## config.mk

```make
export PLATFORM = sky130hd
export DESIGN_NAME = aux_trigger_io
export DESIGN_NICKNAME = d
export VERILOG_FILES = /design/src/aux_io_pkg.sv /design/src/trig_fall_detect.sv /design/src/aux_trigger_io.sv
export SDC_FILE = /design/constraint.sdc
export NUM_CORES = 1
export LEC_CHECK = 0
export ABC_AREA = 1
export BUFFER_PORTS_ARGS = -buffer_cell sky130_fd_sc_hd__buf_2
export CAP_MARGIN = 10
export CORE_ASPECT_RATIO = 0.6
export CORE_MARGIN = 8
export CORE_UTILIZATION = 25
export DETAILED_ROUTE_END_ITERATION = 12
export GPL_ROUTABILITY_DRIVEN = 1
export PLACE_DENSITY_LB_ADDON = 0.25
export SKIP_LAST_GASP = 1
export SYNTH_ARGS = -nofsm -noshare
export SYNTH_HDL_FRONTEND = slang
export SYNTH_SLANG_ARGS = --single-unit
```

## constraint.sdc

```tcl
create_clock -name clk -period 1.2 [get_ports clk]
set_input_delay 0.24 -clock clk [delete_from_list [all_inputs] [get_ports clk]]
set_output_delay 0.24 -clock clk [all_outputs]
set_load 0.01 [all_outputs]
```

## src/aux_io_pkg.sv

```systemverilog
// Purpose : Shared constants for the camera auxiliary trigger and timing I/O block.
// Assumes : 50 MHz core clock.
// Notes   : Times are kept in their own unit; cycle counts derive from them.
package aux_io_pkg;

    // ----------------------------------------------------------------
    // Clock and timing
    // ----------------------------------------------------------------
    localparam int unsigned CLK_HZ          = 50_000_000;
    localparam int unsigned ECHO_PULSE_NS   = 6_000;
    // Exact: 6 us at 20 ns is 300 cycles
    localparam int unsigned ECHO_CYCLES     = (ECHO_PULSE_NS * (CLK_HZ / 1_000_000)) / 1_000;
    localparam int unsigned ECHO_CNT_W      = 9;
    localparam logic [8:0]  ECHO_LAST       = 9'(ECHO_CYCLES - 1);
    localparam logic [8:0]  ECHO_CNT_RST    = 9'h000;

    // ----------------------------------------------------------------
    // Reset values and synchroniser depth
    // ----------------------------------------------------------------
    localparam logic        TRIG_IDLE_RST   = 1'b1;   // Idle trigger line reads high
    localparam int unsigned SYNC_STAGES     = 2;

endpackage

```

## src/trig_fall_detect.sv

```systemverilog
// Purpose : Two-flop synchroniser with falling-edge detector for one trigger line.
// Assumes : Input is asynchronous to clk and idles high.
// Notes   : Emits a single-cycle pulse per high-to-low change.
`timescale 1ns/1ps

module trig_fall_detect (
    // Clock and reset
    input  wire logic clk,
    input  wire logic rst_n,
    // Raw asynchronous line
    input  wire logic line_in,
    // Synchronised level and fall pulse
    output logic      level_out,
    output logic      fall_pulse
);

    logic meta_ff;
    logic sync_ff;
    logic prev_ff;
    logic nxt_meta;
    logic nxt_sync;
    logic nxt_prev;

    // ----------------------------------------------------------------
    // Synchroniser
    // ----------------------------------------------------------------
    // First stage feeds only the second stage
    always_comb begin
        nxt_meta = line_in;
        nxt_sync = meta_ff;
        nxt_prev = sync_ff;
    end

    always_ff @(posedge clk or negedge rst_n) begin
        if (!rst_n) begin
            meta_ff <= aux_io_pkg::TRIG_IDLE_RST;
            sync_ff <= aux_io_pkg::TRIG_IDLE_RST;
            prev_ff <= aux_io_pkg::TRIG_IDLE_RST;
        end else begin
            meta_ff <= nxt_meta;
            sync_ff <= nxt_sync;
            prev_ff <= nxt_prev;
        end
    end

    // Idle-high reset means a line held low at reset still gives one fall
    assign level_out  = sync_ff;
    assign fall_pulse = prev_ff & ~sync_ff;

endmodule

```

## src/aux_trigger_io.sv

```systemverilog
// Purpose : Auxiliary trigger inputs and timing outputs of a CCD camera.
// Assumes : Exposure and readout framing come from the sequencer on clk.
// Notes   : Echo pulse restarts if a new trigger lands while one is running.
`timescale 1ns/1ps

// Functional notes
// - Strobe high exactly while the sensor exposes in overlapped mode.
// - Falling edge on single-ended trigger starts an exposure.
// - Differential pair resolved; high-to-low change starts an exposure.
// - Line-valid high throughout each line's valid pixel period.
// - Line-valid low in gaps between lines.
// - Each external trigger gives one 6 us positive echo pulse; a trigger during a running pulse restarts it, giving one longer pulse.
// - Echo pulse begins at the same falling edge that started exposure.
// - Frame-valid high while active lines of a frame are output.
// - Frame-valid low between frames.
module aux_trigger_io (
    // Clock and reset
    input  wire logic clk,
    input  wire logic rst_n,
    // External trigger pins
    input  wire logic trig_in,
    input  wire logic trig_diff_p,
    input  wire logic trig_diff_n,
    // Sequencer status
    input  wire logic overlap_mode,
    input  wire logic sensor_exposing,
    input  wire logic line_pixels_valid,
    input  wire logic frame_lines_active,
    // Request to sequencer
    output logic      exposure_start,
    // Auxiliary outputs
    output logic      strobe_out,
    output logic      trigger_echo_out,
    output logic      line_valid_out,
    output logic      frame_valid_out
);

    logic        se_fall;
    logic        diff_fall;
    logic        diff_level;
    logic [8:0]  echo_cnt_ff;
    logic        echo_on_ff;
    logic        strobe_ff;
    logic        line_valid_out_ff;
    logic        fval_ff;
    logic [8:0]  nxt_echo_cnt;
    logic        nxt_echo_on;
    logic        nxt_strobe;
    logic        nxt_line_valid_out;
    logic        nxt_fval;
    // Checker-only age counter, kept apart from the echo counter it watches
    logic [9:0]  chk_age_ff;
    logic [9:0]  nxt_chk_age;

    // ----------------------------------------------------------------
    // Trigger inputs
    // ----------------------------------------------------------------
    // Pair resolved to one level; the receiver answer is then synchronised like trig_in
    trig_fall_detect u_se (
        .clk        (clk),
        .rst_n      (rst_n),
        .line_in    (trig_in),
        .level_out  (),
        .fall_pulse (se_fall)
    );

    trig_fall_detect u_diff (
        .clk        (clk),
        .rst_n      (rst_n),
        .line_in    (trig_diff_p & ~trig_diff_n),
        .level_out  (diff_level),
        .fall_pulse (diff_fall)
    );

    // Either source starts one exposure
    assign exposure_start = se_fall | diff_fall;

    // ----------------------------------------------------------------
    // Echo pulse and framing outputs
    // ----------------------------------------------------------------
    // Echo rises on the cycle after the detected fall, lasts ECHO_CYCLES
    always_comb begin
        nxt_echo_on  = echo_on_ff;
        nxt_echo_cnt = echo_cnt_ff;
        if (exposure_start) begin
            nxt_echo_on  = 1'b1;
            nxt_echo_cnt = aux_io_pkg::ECHO_CNT_RST;
        end else if (echo_on_ff) begin
            if (echo_cnt_ff == aux_io_pkg::ECHO_LAST) begin
                nxt_echo_on = 1'b0;
            end else begin
                nxt_echo_cnt = echo_cnt_ff + 9'h001;
            end
        end
        nxt_strobe = overlap_mode & sensor_exposing;
        nxt_line_valid_out   = line_pixels_valid;
        nxt_fval   = frame_lines_active;
    end

    always_ff @(posedge clk or negedge rst_n) begin
        if (!rst_n) begin
            echo_on_ff  <= 1'b0;
            echo_cnt_ff <= aux_io_pkg::ECHO_CNT_RST;
            strobe_ff   <= 1'b0;
            line_valid_out_ff     <= 1'b0;
            fval_ff     <= 1'b0;
        end else begin
            echo_on_ff  <= nxt_echo_on;
            echo_cnt_ff <= nxt_echo_cnt;
            strobe_ff   <= nxt_strobe;
            line_valid_out_ff     <= nxt_line_valid_out;
            fval_ff     <= nxt_fval;
        end
    end

    assign trigger_echo_out = echo_on_ff;
    assign strobe_out       = strobe_ff;
    assign line_valid_out   = line_valid_out_ff;
    assign frame_valid_out  = fval_ff;

    // ----------------------------------------------------------------
    // Assertions
    // ----------------------------------------------------------------
    // Cycles since the last start, saturating; zero means none since reset.
    // Counting here lets a retrigger mid-pulse be checked without long repeats.
    always_comb begin
        nxt_chk_age = chk_age_ff;
        if (exposure_start) begin
            nxt_chk_age = 10'h001;
        end else if (chk_age_ff != 10'h000 && chk_age_ff != 10'h3ff) begin
            nxt_chk_age = chk_age_ff + 10'h001;
        end
    end

    always_ff @(posedge clk or negedge rst_n) begin
        if (!rst_n) begin
            chk_age_ff <= 10'h000;
        end else begin
            chk_age_ff <= nxt_chk_age;
        end
    end

    property p_strobe_follows;
        @(posedge clk) disable iff (!rst_n)
        1'b1 |=> (strobe_out == $past(overlap_mode & sensor_exposing));
    endproperty
    a_strobe_follows: assert property (p_strobe_follows) else $error("strobe not tied to exposure");

    property p_se_start;
        @(posedge clk) disable iff (!rst_n)
        se_fall |-> exposure_start;
    endproperty
    a_se_start: assert property (p_se_start) else $error("single-ended fall lost");

    property p_diff_start;
        @(posedge clk) disable iff (!rst_n)
        (diff_level == 1'b0 && $past(diff_level) == 1'b1) |-> exposure_start;
    endproperty
    a_diff_start: assert property (p_diff_start) else $error("differential fall lost");

    property p_line_valid_out_high;
        @(posedge clk) disable iff (!rst_n)
        line_pixels_valid |=> line_valid_out;
    endproperty
    a_line_valid_out_high: assert property (p_line_valid_out_high) else $error("line valid missing");

    property p_line_valid_out_low;
        @(posedge clk) disable iff (!rst_n)
        !line_pixels_valid |=> !line_valid_out;
    endproperty
    a_line_valid_out_low: assert property (p_line_valid_out_low) else $error("line valid in gap");

    property p_echo_width;
        @(posedge clk) disable iff (!rst_n)
        trigger_echo_out == (chk_age_ff != 10'h000 && chk_age_ff <= 10'(aux_io_pkg::ECHO_CYCLES));
    endproperty
    a_echo_width: assert property (p_echo_width) else $error("echo pulse width wrong");

    property p_echo_start;
        @(posedge clk) disable iff (!rst_n)
        exposure_start |=> (trigger_echo_out && echo_cnt_ff == 9'h000);
    endproperty
    a_echo_start: assert property (p_echo_start) else $error("echo not started at trigger");

    property p_fval_high;
        @(posedge clk) disable iff (!rst_n)
        frame_lines_active |=> frame_valid_out;
    endproperty
    a_fval_high: assert property (p_fval_high) else $error("frame valid missing");

    property p_fval_low;
        @(posedge clk) disable iff (!rst_n)
        !frame_lines_active |=> !frame_valid_out;
    endproperty
    a_fval_low: assert property (p_fval_low) else $error("frame valid between frames");

    property p_single_act;
        @(posedge clk) disable iff (!rst_n)
        se_fall |=> !se_fall;
    endproperty
    a_single_act: assert property (p_single_act) else $error("one fall acted twice");

    property p_cov_se;
        @(posedge clk) disable iff (!rst_n) se_fall ##1 trigger_echo_out;
    endproperty
    c_cov_se: cover property (p_cov_se);

    property p_cov_diff;
        @(posedge clk) disable iff (!rst_n) diff_fall;
    endproperty
    c_cov_diff: cover property (p_cov_diff);

    property p_cov_retrig;
        @(posedge clk) disable iff (!rst_n) echo_on_ff && exposure_start;
    endproperty
    c_cov_retrig: cover property (p_cov_retrig);

    property p_cov_strobe;
        @(posedge clk) disable iff (!rst_n) $rose(strobe_out);
    endproperty
    c_cov_strobe: cover property (p_cov_strobe);

endmodule

```

==> summary.txt, run 1 <==
Synth
  • Area leader, netlist: dfrtp_1
  • Syn Area/Cell: approximately 8 sq um
  • Sequential cell area fraction in the yosys report: 0.511
  • Primary FF master, synth: dfrtp_1
  • Yosys cell types: 20
  • Post-synth ARST share: 1.00
  • Yosys reg bits: 19
  • Post-synthesis cell count: 115
  • Mapped cell area: 945 sq um
  • Ranking of synthesized cells by area: dfrtp_1 34%, dfstp_2 17%, nand2_1 14%, nand3_1 9.0%, nor2_1 6.0%
  • EDFF count, synth: 0
  • Post-synth net total: approximately 130
  • Synth top area share: 0.344
  • YS warnings: 0
  • Top cell types by occurrence after synthesis: 34 x nand2_1, 17 x nand3_1, 15 x nor2_1
  • Most frequent cell after synthesis: nand2_1

Clock tree
  • H-tree depth: 1
  • Worst-Skew Late Latency: about 0.26 ns
  • CTS root buf: clkbuf_8
  • Clock buffer depth: 2
  • CTS tree: done
  • Clock slew at reported path FFs: 0.07 ns
  • TritonCTS Buffers: 3
  • Clk sink count: 19

Critical path
  • Slowest cell on the critical path: dfstp_2
  • Worst Path Class, Setup: reg -> out
  • Critical Path Start Type: flip-flop
  • WP buf/inv: 3
  • Arrival time at the worst endpoint: 1.17 ns
  • Worst setup EP type: output port
  • CP cell instances: inv_2, nand2_2, o21ai_4, buf_6, buf_6
  • Largest stage delay, worst path: 0.54 ns
  • CP most frequent cell: buf_6
  • Req. time, crit path: 0.96 ns
  • CP max FO: 2
  • Cell family with most CP delay: flip-flops

STA
  • Max-slew violations: 0
  • RSZ-0062 raised after global routing: yes
  • Final Hold Vio Count: 0
  • Relative slew slack: 0.711
  • Tcrit/Tclk final: 1.17
  • Achievable Freq: between 700 and 800 MHz
  • Final WS setup: -0.206 ns
  • Skew final: ~0.00038 ns
  • Slew @ Worst Pin: ~0.43 ns
  • # setup viols final: 11
  • Tmin final: 1.41 ns
  • WHS: 0.0742 ns

Worst hold path
  • HP Class: in -> reg

Global route
  • Initial antenna violation count: 0
  • Pin count of the biggest net entering global routing: 20
  • Number of global-route vias before repair: ~760
  • GRT Total Usage: 0.0773
  • First-pass GRT wire length: about 3700 um
  • GRT overflow: 0

Run
  • Max-Cap Viols: 0

Die
  • Top Ports: 14
  • Initial core utilization: 0.260
  • Area of the die: 6070 sq um
  • Core footprint: between 3000 and 4000 sq um
  • Die width: between 90 and 100 um
  • Cell Rows: 17
  • Die height: roughly 64 um

Final layout
  • Non-Filler Instances: between 150 and 200
  • Antenna cell count: 0
  • Area grow syn2layout: 44.5%
  • Final #Nets: 163
  • Fillers: between 300 and 400
  • Share of cells above drive strength 1: 0.461
  • Final instance area: around 1400 sq um

Power
  • Sequential power share: 0.502
  • P_int: between 0.001 and 0.0015 W
  • Switch Pwr: 0.000404 W
  • Logic gate share of total power: 0.178
  • Clk pwr share: 0.320
  • Leakage power: between 0.6 and 0.7 nW
  • Net Sw Frac: 0.278
  • VDD IR max: slightly below 600 uV
  • Power per Cell Area: 1060 nW/um^2

Drt
  • Via count: just under 900
  • Routed len/inst: 11.7 um
  • TritonRoute pass-1 iters: 4
  • Post-route ant nets: 0
  • Via density: between 4 and 5
  • Drt total wl: 2320 um
  • Post-route DRC violation count: 0
  • Initial DRC Count: 90

Placement
  • GPL Wtd Cong: 0.827
  • DP Cell Count: ~190
  • DP Area: 1150 sq um
  • DP HPWL: roughly 1700 um
  • I/O Buffers: 13

Status
  • Failing checks: negative setup slack
  • Status: complete, but fails checks
[per-stage QoR]
step	utilization	TNS, ns	total power [W]	worst slack (ns)
final	0.375	-1.12	0.00145	-0.206
after global routing	0.375	-1.95	0.00151	-0.245
after CTS	0.355	-1.03	0.00144	-0.229
after detailed placement	0.316	-0.572	0.000939	-0.0947
after global placement	0.316	-0.392	0.000944	-0.0760
after floorplan	-	-0.371	0.000838	-0.0532
[worst register-to-register path: stages (launching register included)]
cell,delay (ns)
dfrtp_1,0.36
ha_2,0.22
nand2_2,0.06
nor3_2,0.12
nand2_2,0.16
nand2_8,0.12
nand2_8,0.07
nand2_1,0.07
nand2_1,0.05
[logic make-up after synthesis]
logic type / share of synthesized area
AOI/OAI and AO/OA: 0.0278
DFF: 0.511
xor gates and xnor gates: 0.00927
buffers and inverters: 0.0609
and+or+nand+nor: 0.377
adders and majority gates: 0.0132
[routing by layer]
layer  share of wire  vias up  wire length [um]  GRT usage
li1                -      436                 -          -
met4          0.0052        0                12     0.0116
met5               0        -                 0          0
met2            0.42       22               973      0.104
met1            0.50      416              1170      0.113
met3           0.070        2               162     0.0284
[repair_timing]
action / 4_1_cts / 5_1_grt
gates resized for setup: 11 / 14
gates cloned: 1 / 0
buffers inserted: 5 / 3
hold buffers: 1 / 0
endpoints found under the setup margin: 10 / 12
pin swaps: 4 / 7
hold endpoints to repair: 13 / 0
[final timing paths]
check | slack, ns | endpoint | start | depth (start not counted)
setup / recovery | -0.21 | exposure_start | u_se.level_out | 5
hold / removal | 0.07 | u_se.meta_ff | trig_in | 1
setup reg to reg | -0.13 | echo_cnt_ff[7] | echo_cnt_ff[1] | 8
hold reg to reg | 0.36 | u_se.level_out | u_se.meta_ff | 0
max in group asynchronous | 0.42 | u_diff.prev_ff | rst_n | 2
min in group asynchronous | 0.45 | echo_cnt_ff[7] | rst_n | 2
[cells in the final DEF (no fill, tap or decap), types with 2 or more instances in the layout]
cell type  count
nor3_1         2
buf_6          5
nand3_1       14
nand2_2        8
inv_2          3
buf_4         15
nor2_2         3
o21ai_2        2
dfrtp_1       12
dfstp_2        6
nand3_2        2
clkbuf_8       3
buf_2         12
inv_1         10
nor2_1        14
nand2_8        2
nand2_1       28
[state kept, by name (all words and copies together), names as in the netlist]
signal            count
echo_cnt_ff           9
frame_valid_out       1
line_valid_out        1
strobe_out            1
trigger_echo_out      1
u_diff.level_out      1
u_diff.meta_ff        1
u_diff.prev_ff        1
u_se.level_out        1
u_se.meta_ff          1
u_se.prev_ff          1
[layout make-up]
| class | count | area (sq um) | area share |
|---|---|---|---|
| Inverter | 14 | 60.1 | 0.0440 |
| Sequential cell | 19 | 484 | 0.355 |
| Tap cell | 47 | 58.8 | 0.0431 |
| Timing Repair Buffer | 33 | 239 | 0.175 |
| Clock inverter | 1 | 7.51 | 0.00550 |
| Multi-Input combinational cell | 82 | 474 | 0.347 |
| Clock buffer | 3 | 41.3 | 0.0302 |
[power groups by stage]
stage / Combinational (W) / Clock [W] / Sequential, W
2_1_floorplan: 0.0000975 / 0 / 0.000740
3_3_place_gp: 0.000204 / 0 / 0.000740
3_5_place_dp: 0.000200 / 0 / 0.000739
4_1_cts: 0.000237 / 0.000475 / 0.000728
5_1_grt: 0.000278 / 0.000501 / 0.000735
6_report: 0.000258 / 0.000465 / 0.000729
No activity file was read; power rests on OpenSTA's default activity.
==> inputs of run 2 (changes only) <==
--- a/config.mk
+++ b/config.mk
@@ -8,6 +8,8 @@
 export ABC_AREA = 1
 export BUFFER_PORTS_ARGS = -buffer_cell sky130_fd_sc_hd__buf_2
 export CAP_MARGIN = 10
+export CELL_PAD_IN_SITES_DETAIL_PLACEMENT = 1
+export CELL_PAD_IN_SITES_GLOBAL_PLACEMENT = 1
 export CORE_ASPECT_RATIO = 0.6
 export CORE_MARGIN = 8
 export CORE_UTILIZATION = 25
==> run 2 against run 1 <==
  * The run still ends with negative setup slack left
  * Power rose by 8.0%
  * Worst setup slack got worse by 0.033 ns
  * Combinational power rose by 33%
  * Clock skew rose by 0.00092 ns
  * Sequential share of layout area fell by 2.2 points
  * Clock-buffer cell count did not move
  * Final cell count rose by 3.0%
  * Via count rose by 3.2%
  * Critical path depth did not move
  * First-iteration DRC count fell by 64%
  * Die area did not move
  * Largest cell class is now multi-input combinational cells
==> summary.txt, run 2 (synthesized netlist as in run 1, its figures left out) <==
Global route
  • Initial antenna violation count: 0 (unchanged)
  • Global route hottest layer: met2 (was met1)
  • Met2 usage: 0.157 (was 0.104)
  • Pin count of the biggest net entering global routing: 20 (unchanged)
  • GRT Total Usage: 0.107 (was 0.0773)
  • Number of global-route vias before repair: 945 (was 756)
  • First-pass GRT wire length: 4940 um (was 3720 um)
  • GRT overflow: 0 (unchanged)
  • Met1 usage: 0.143 (was 0.113)
  • Met3 usage: 0.0343 (was 0.0284)

Critical path
  • R2R Path End: echo_cnt_ff[1] (was echo_cnt_ff[7])
  • Arrival time at the worst endpoint: 1.20 ns (was 1.17 ns)
  • Req. time, crit path: 0.96 ns (about the same)
  • Setup crit start: u_se.level_out (unchanged)
  • CP max FO: 2 (unchanged)
  • Worst Path Class, Setup: reg -> out (unchanged)
  • R2R Setup Slk: -0.20 ns (was -0.13 ns)
  • Critical Path Start Type: flip-flop (unchanged)
  • Worst reg-to-reg path cell count: 8 (unchanged)
  • Worst setup EP type: output port (unchanged)
  • Worst setup path endpoint: exposure_start (unchanged)
  • RR Startpoint: u_diff.prev_ff (was echo_cnt_ff[1])

Status
  • Status: complete, but fails checks (unchanged)
  • Failing checks: negative setup slack (unchanged)

Placement
  • I/O Buffers: 13 (unchanged)
  • DP HPWL: 2080 um (was 1670 um)
  • DP Area: 1160 sq um (was 1150 sq um)
  • GPL Wtd Cong: 0.762 (was 0.827)

Final layout
  • Final #Nets: 169 (was 163)
  • Fillers: 440 (was 367)
  • Most common cell after layout, fill and taps aside: nand2_1 (unchanged)
  • Register name with the most flops: echo_cnt_ff (unchanged)
  • Share of cells above drive strength 1: 0.519 (was 0.461)
  • Commonest non-fill, non-tap cells in the layout: 25 x nand2_1, 21 x buf_4, 14 x nor2_1 (was 28 x nand2_1, 15 x buf_4, 14 x nor2_1, 14 x nand3_1)
  • Antenna cell count: 0 (unchanged)
  • Final instance area: 1460 sq um (was 1370 sq um)
  • Max reg flops: 9 (unchanged)
  • Area grow syn2layout: 54.2% (was 44.5%)

STA
  • Relative slew slack: 0.699 (was 0.711)
  • # setup viols final: 11 (unchanged)
  • Tmin final: 1.44 ns (was 1.41 ns)
  • Slew @ Worst Pin: 0.451 ns (was 0.433 ns)
  • Final WS setup: -0.239 ns (was -0.206 ns)
  • Max-slew violations: 0 (unchanged)
  • Final Hold Vio Count: 0 (unchanged)
  • RSZ-0062 raised after global routing: yes (unchanged)
  • Skew final: 0.00130 ns (was 0.000383 ns)
  • Tcrit/Tclk final: 1.20 (was 1.17)
  • Achievable Freq: 695 MHz (was 711 MHz)

Clock tree
  • Clock buffer depth: 2 (unchanged)
  • CTS root buf: clkbuf_8 (unchanged)
  • Clk sink count: 19 (unchanged)
  • Clock slew at reported path FFs: 0.08 ns (was 0.07 ns)
  • H-tree depth: 1 (unchanged)
  • TritonCTS Buffers: 3 (unchanged)
  • Worst-Skew Late Latency: 0.26 ns (about the same)
  • CTS tree: done (unchanged)

Die
  • Core footprint: 3640 sq um (unchanged)
  • Area of the die: 6070 sq um (unchanged)
  • Die height: 63.6 um (unchanged)
  • Initial core utilization: 0.260 (unchanged)
  • Cell Rows: 17 (unchanged)
  • Top Ports: 14 (unchanged)
  • Die width: 95.4 um (unchanged)

Drt
  • Post-route ant nets: 0 (unchanged)
  • Via density: 4.41 (was 4.40)
  • TritonRoute pass-1 iters: 4 (unchanged)
  • Drt total wl: 3210 um (was 2320 um)
  • Initial DRC Count: 32 (was 90)
  • Routed len/inst: 15.7 um (was 11.7 um)
  • Post-route DRC violation count: 0 (unchanged)
  • Via count: 904 (was 876)

Power
  • VDD IR max: 418 uV (was 596 uV)
  • Leakage power: 0.702 nW (was 0.666 nW)
  • Pwr Total: 0.00157 W (was 0.00145 W)
  • Power per Cell Area: 1080 nW/um^2 (was 1060 nW/um^2)

Worst hold path
  • Hold Path Origin: frame_lines_active (was trig_in)
  • HP Class: in -> reg (unchanged)

Run
  • Max-Cap Viols: 0 (unchanged)
-- run 2: metrics by stage --
step / utilization / setup slack, ns / cells / TNS [ns] / hold slack (ns)
after global routing: 0.400 / -0.276 / 205 / -2.45 / 0.0594
after CTS: 0.365 / -0.253 / 197 / -1.58 / 0.0682
final: 0.400 / -0.239 / 205 / -1.90 / 0.0760
after global placement: 0.320 / -0.165 / 187 / -0.945 / 0.199
after floorplan: - / -0.0532 / 115 / -0.371 / -0.0556
after detailed placement: 0.320 / -0.183 / 187 / -1.25 / 0.211
-- run 2: power by group --
part	switching [W]	internal [W]	leakage, nW
Sequential	0.0000487	0.000689	0.230
Combinational	0.000172	0.000171	0.451
Clock	0.000253	0.000235	0.0217
Total	0.000473	0.00109	0.702
-- run 2: how the worst min path moves through the flow --
| stage | endpoint | cells past startpoint |
|---|---|---|
| after detailed placement | frame_valid_out | 1 |
| after global routing | line_valid_out | 1 |
| final | frame_valid_out | 1 |
| after floorplan | echo_cnt_ff[0] | 0 |
| after CTS | line_valid_out | 1 |
| after global placement | line_valid_out | 1 |
-- run 2: layout make-up --
cell class	count	area [sq um]	area share
Inverter	14	60.1	0.0412
Tap cell	47	58.8	0.0404
Clock buffer	3	41.3	0.0284
Timing Repair inverter	1	8.76	0.00601
Clock inverter	1	7.51	0.00515
Sequential cell	19	484	0.332
Timing Repair Buffer	38	282	0.193
Multi-Input combinational cell	82	514	0.353
-- run 2: metal layers --
layer,part of all wire,up-vias,routed length [um]
li1,-,444,-
met1,0.49,436,1580
met2,0.45,18,1450
met3,0.037,6,120
met4,0.017,0,55
met5,0,-,0
-- run 2: timing repair --
action | 4_1_cts | 5_1_grt
cloned | 2 | 0
setup endpoints to repair | 11 | 12
pin swaps | 6 | 7
hold endpoints to repair | 13 | 0
setup buffers | 3 | 8
resized for setup | 17 | 15
hold buffers | 1 | 0
-- run 2: critical path, cell delays in order, from the launching register on --
cell	delay [ns]
dfstp_2	0.55
inv_2	0.04
nand2_2	0.07
o21ai_4	0.06
buf_6	0.11
buf_6	0.11
==> inputs of run 3 (changes only) <==
--- a/config.mk
+++ b/config.mk
@@ -8,7 +8,7 @@
 export ABC_AREA = 1
 export BUFFER_PORTS_ARGS = -buffer_cell sky130_fd_sc_hd__buf_2
 export CAP_MARGIN = 10
-export CELL_PAD_IN_SITES_DETAIL_PLACEMENT = 1
+export CELL_PAD_IN_SITES_DETAIL_PLACEMENT = 0
 export CELL_PAD_IN_SITES_GLOBAL_PLACEMENT = 1
 export CORE_ASPECT_RATIO = 0.6
 export CORE_MARGIN = 8
==> run 3 against run 2 <==
  * The flow still finishes with violations (negative setup slack)
  * Register-to-register slack improved by 0.02 ns
  * Combinational power fell by 8.2%
  * Flip-flop and latch count did not move
  * Clock power fell by 2%
  * Global-route usage fell by 1.4 points
  * Worst setup slack got worse by 0.0052 ns
  * First-iteration DRC count fell by 38%
  * Clock-buffer cell count rose by 1
  * Clock skew rose by 0.0097 ns
  * Highest routed layer unchanged
==> summary.txt, run 3 (synthesized netlist as in run 1, its figures left out) <==
Status
  • Status: complete, but fails checks (unchanged)
  • Failing checks: negative setup slack (unchanged)

Drt
  • Routed len/inst: 13.3 um (was 15.7 um)
  • Post-route DRC violation count: 0 (unchanged)
  • Post-route ant nets: 0 (unchanged)
  • Initial DRC Count: 20 (was 32)
  • TritonRoute pass-1 iters: 4 (unchanged)
  • Drt total wl: 2690 um (was 3210 um)
  • Via count: 888 (was 904)
  • Via density: 4.37 (was 4.41)

Global route
  • First-pass GRT wire length: 4300 um (was 4940 um)
  • Initial antenna violation count: 0 (unchanged)
  • Number of global-route vias before repair: 867 (was 945)
  • GRT overflow: 0 (unchanged)
  • GRT Total Usage: 0.0931 (was 0.107)
  • Pin count of the biggest net entering global routing: 20 (unchanged)

Critical path
  • Worst Path Class, Setup: reg -> out (unchanged)
  • Arrival time at the worst endpoint: 1.20 ns (about the same)
  • Worst reg-to-reg path cell count: 8 (unchanged)
  • R2R Path End: echo_cnt_ff[4] (was echo_cnt_ff[1])
  • CP max FO: 2 (unchanged)
  • Critical Path Start Type: flip-flop (unchanged)
  • Worst setup EP type: output port (unchanged)
  • RR Startpoint: echo_cnt_ff[0] (was u_diff.prev_ff)
  • Req. time, crit path: 0.96 ns (about the same)
  • R2R Setup Slk: -0.18 ns (was -0.20 ns)

STA
  • Tmin final: 1.44 ns (about the same)
  • # setup viols final: 11 (unchanged)
  • Final WS setup: -0.245 ns (was -0.239 ns)
  • Tcrit/Tclk final: 1.20 (about the same)
  • Achievable Freq: 692 MHz (was 695 MHz)
  • Skew final: 0.0110 ns (was 0.00130 ns)
  • Final TNS setup: -1.58 ns (was -1.90 ns)
  • RSZ-0062 raised after global routing: yes (unchanged)
  • Slew @ Worst Pin: 0.442 ns (was 0.451 ns)
  • Final Hold Vio Count: 0 (unchanged)
  • Relative slew slack: 0.705 (was 0.699)
  • Max-slew violations: 0 (unchanged)

Clock tree
  • CTS tree: done (unchanged)
  • Clk sink count: 19 (unchanged)
  • Worst-Skew Late Latency: 0.27 ns (was 0.26 ns)
  • TritonCTS Buffers: 3 (unchanged)
  • Clock slew at reported path FFs: 0.08 ns (about the same)
  • Clock buffer depth: 2 (unchanged)
  • H-tree depth: 1 (unchanged)
  • CTS root buf: clkbuf_8 (unchanged)

Final layout
  • Area grow syn2layout: 53.0% (was 54.2%)
  • Antenna cell count: 0 (unchanged)
  • Final #Nets: 167 (was 169)
  • Non-Filler Instances: 203 (was 205)
  • Max reg flops: 9 (unchanged)
  • Final Util: 0.397 (was 0.400)
  • Commonest non-fill, non-tap cells in the layout: 27 x nand2_1, 19 x buf_4, 14 x nand3_1 (was 25 x nand2_1, 21 x buf_4, 14 x nor2_1)
  • Register name with the most flops: echo_cnt_ff (unchanged)
  • Fillers: 381 (was 440)
  • Share of cells above drive strength 1: 0.500 (was 0.519)
  • Most common cell after layout, fill and taps aside: nand2_1 (unchanged)

Die
  • Top Ports: 14 (unchanged)
  • Cell Rows: 17 (unchanged)
  • Die width: 95.4 um (unchanged)
  • Initial core utilization: 0.260 (unchanged)
  • Area of the die: 6070 sq um (unchanged)
  • Die height: 63.6 um (unchanged)
  • Core footprint: 3640 sq um (unchanged)

Placement
  • DP Cell Count: 187 (unchanged)
  • Placement Setup Slack: -0.166 ns (was -0.183 ns)
  • GPL Wtd Cong: 0.762 (unchanged)
  • DP HPWL: 1830 um (was 2080 um)
  • I/O Buffers: 13 (unchanged)

Worst hold path
  • Hold endpoint: u_se.meta_ff (was frame_valid_out)
  • Hold Path Origin: trig_in (was frame_lines_active)
  • WHS Path Cells: 1 (unchanged)
  • HP Class: in -> reg (unchanged)

Power
  • VDD IR max: 524 uV (was 418 uV)
  • Power per Cell Area: 1060 nW/um^2 (was 1080 nW/um^2)
  • Leakage power: 0.722 nW (was 0.702 nW)

Run
  • Max-Cap Viols: 0 (unchanged)
## run 3: metal layers
layer	routed length [um]	track usage	vias up
met5	0	0	-
met4	43	0.0290	0
met3	126	0.0366	5
met2	1140	0.121	18
met1	1390	0.133	422
li1	-	-	443
## run 3: stage by stage
step,area (sq um),hold WS [ns],power [W]
6_report,1450,0.0775,0.00153
5_1_grt,1450,0.0633,0.00161
4_1_cts,1340,0.0767,0.00149
3_5_place_dp,1160,0.211,0.000961
3_3_place_gp,1160,0.199,0.000960
2_1_floorplan,953,-0.0556,0.000838
## run 3: worst max-delay path by stage
stage / startpoint / end / cells past startpoint / slack [ns]
final: u_se.level_out / exposure_start / 5 / -0.24
after global routing: u_se.level_out / exposure_start / 5 / -0.28
after CTS: u_se.level_out / exposure_start / 5 / -0.25
after detailed placement: echo_cnt_ff[0] / echo_cnt_ff[4] / 8 / -0.17
after global placement: echo_cnt_ff[0] / echo_cnt_ff[4] / 8 / -0.16
after floorplan: u_diff.prev_ff / echo_cnt_ff[0] / 6 / -0.05
## run 3: report_power, final
part	switching, W	internal, W	leakage, nW
clock network	0.000238	0.000237	0.0228
registers	0.0000492	0.000689	0.230
logic	0.000157	0.000158	0.470
## run 3: layout make-up
class | count | area (sq um) | area share
Multi-Input combinational cell | 82 | 524 | 0.363
Sequential cell | 19 | 484 | 0.335
Timing Repair Buffer | 36 | 267 | 0.184
Inverter | 14 | 60.1 | 0.0416
Tap cell | 47 | 58.8 | 0.0407
Clock buffer | 4 | 45.0 | 0.0312
Timing Repair inverter | 1 | 6.26 | 0.00433
## run 3: worst max-delay path: stages, from the launching register on
cell,delay [ns]
dfstp_2,0.56
inv_2,0.04
nand2_2,0.06
o21ai_4,0.06
buf_6,0.11
buf_6,0.11
## run 3: repair_timing
item	4_1_cts	5_1_grt
setup buffers	3	6
pin swaps	6	9
gates cloned	2	0
hold buffers	1	0
setup endpoints to repair	11	12
hold endpoints to repair	13	0
resized for setup	19	14
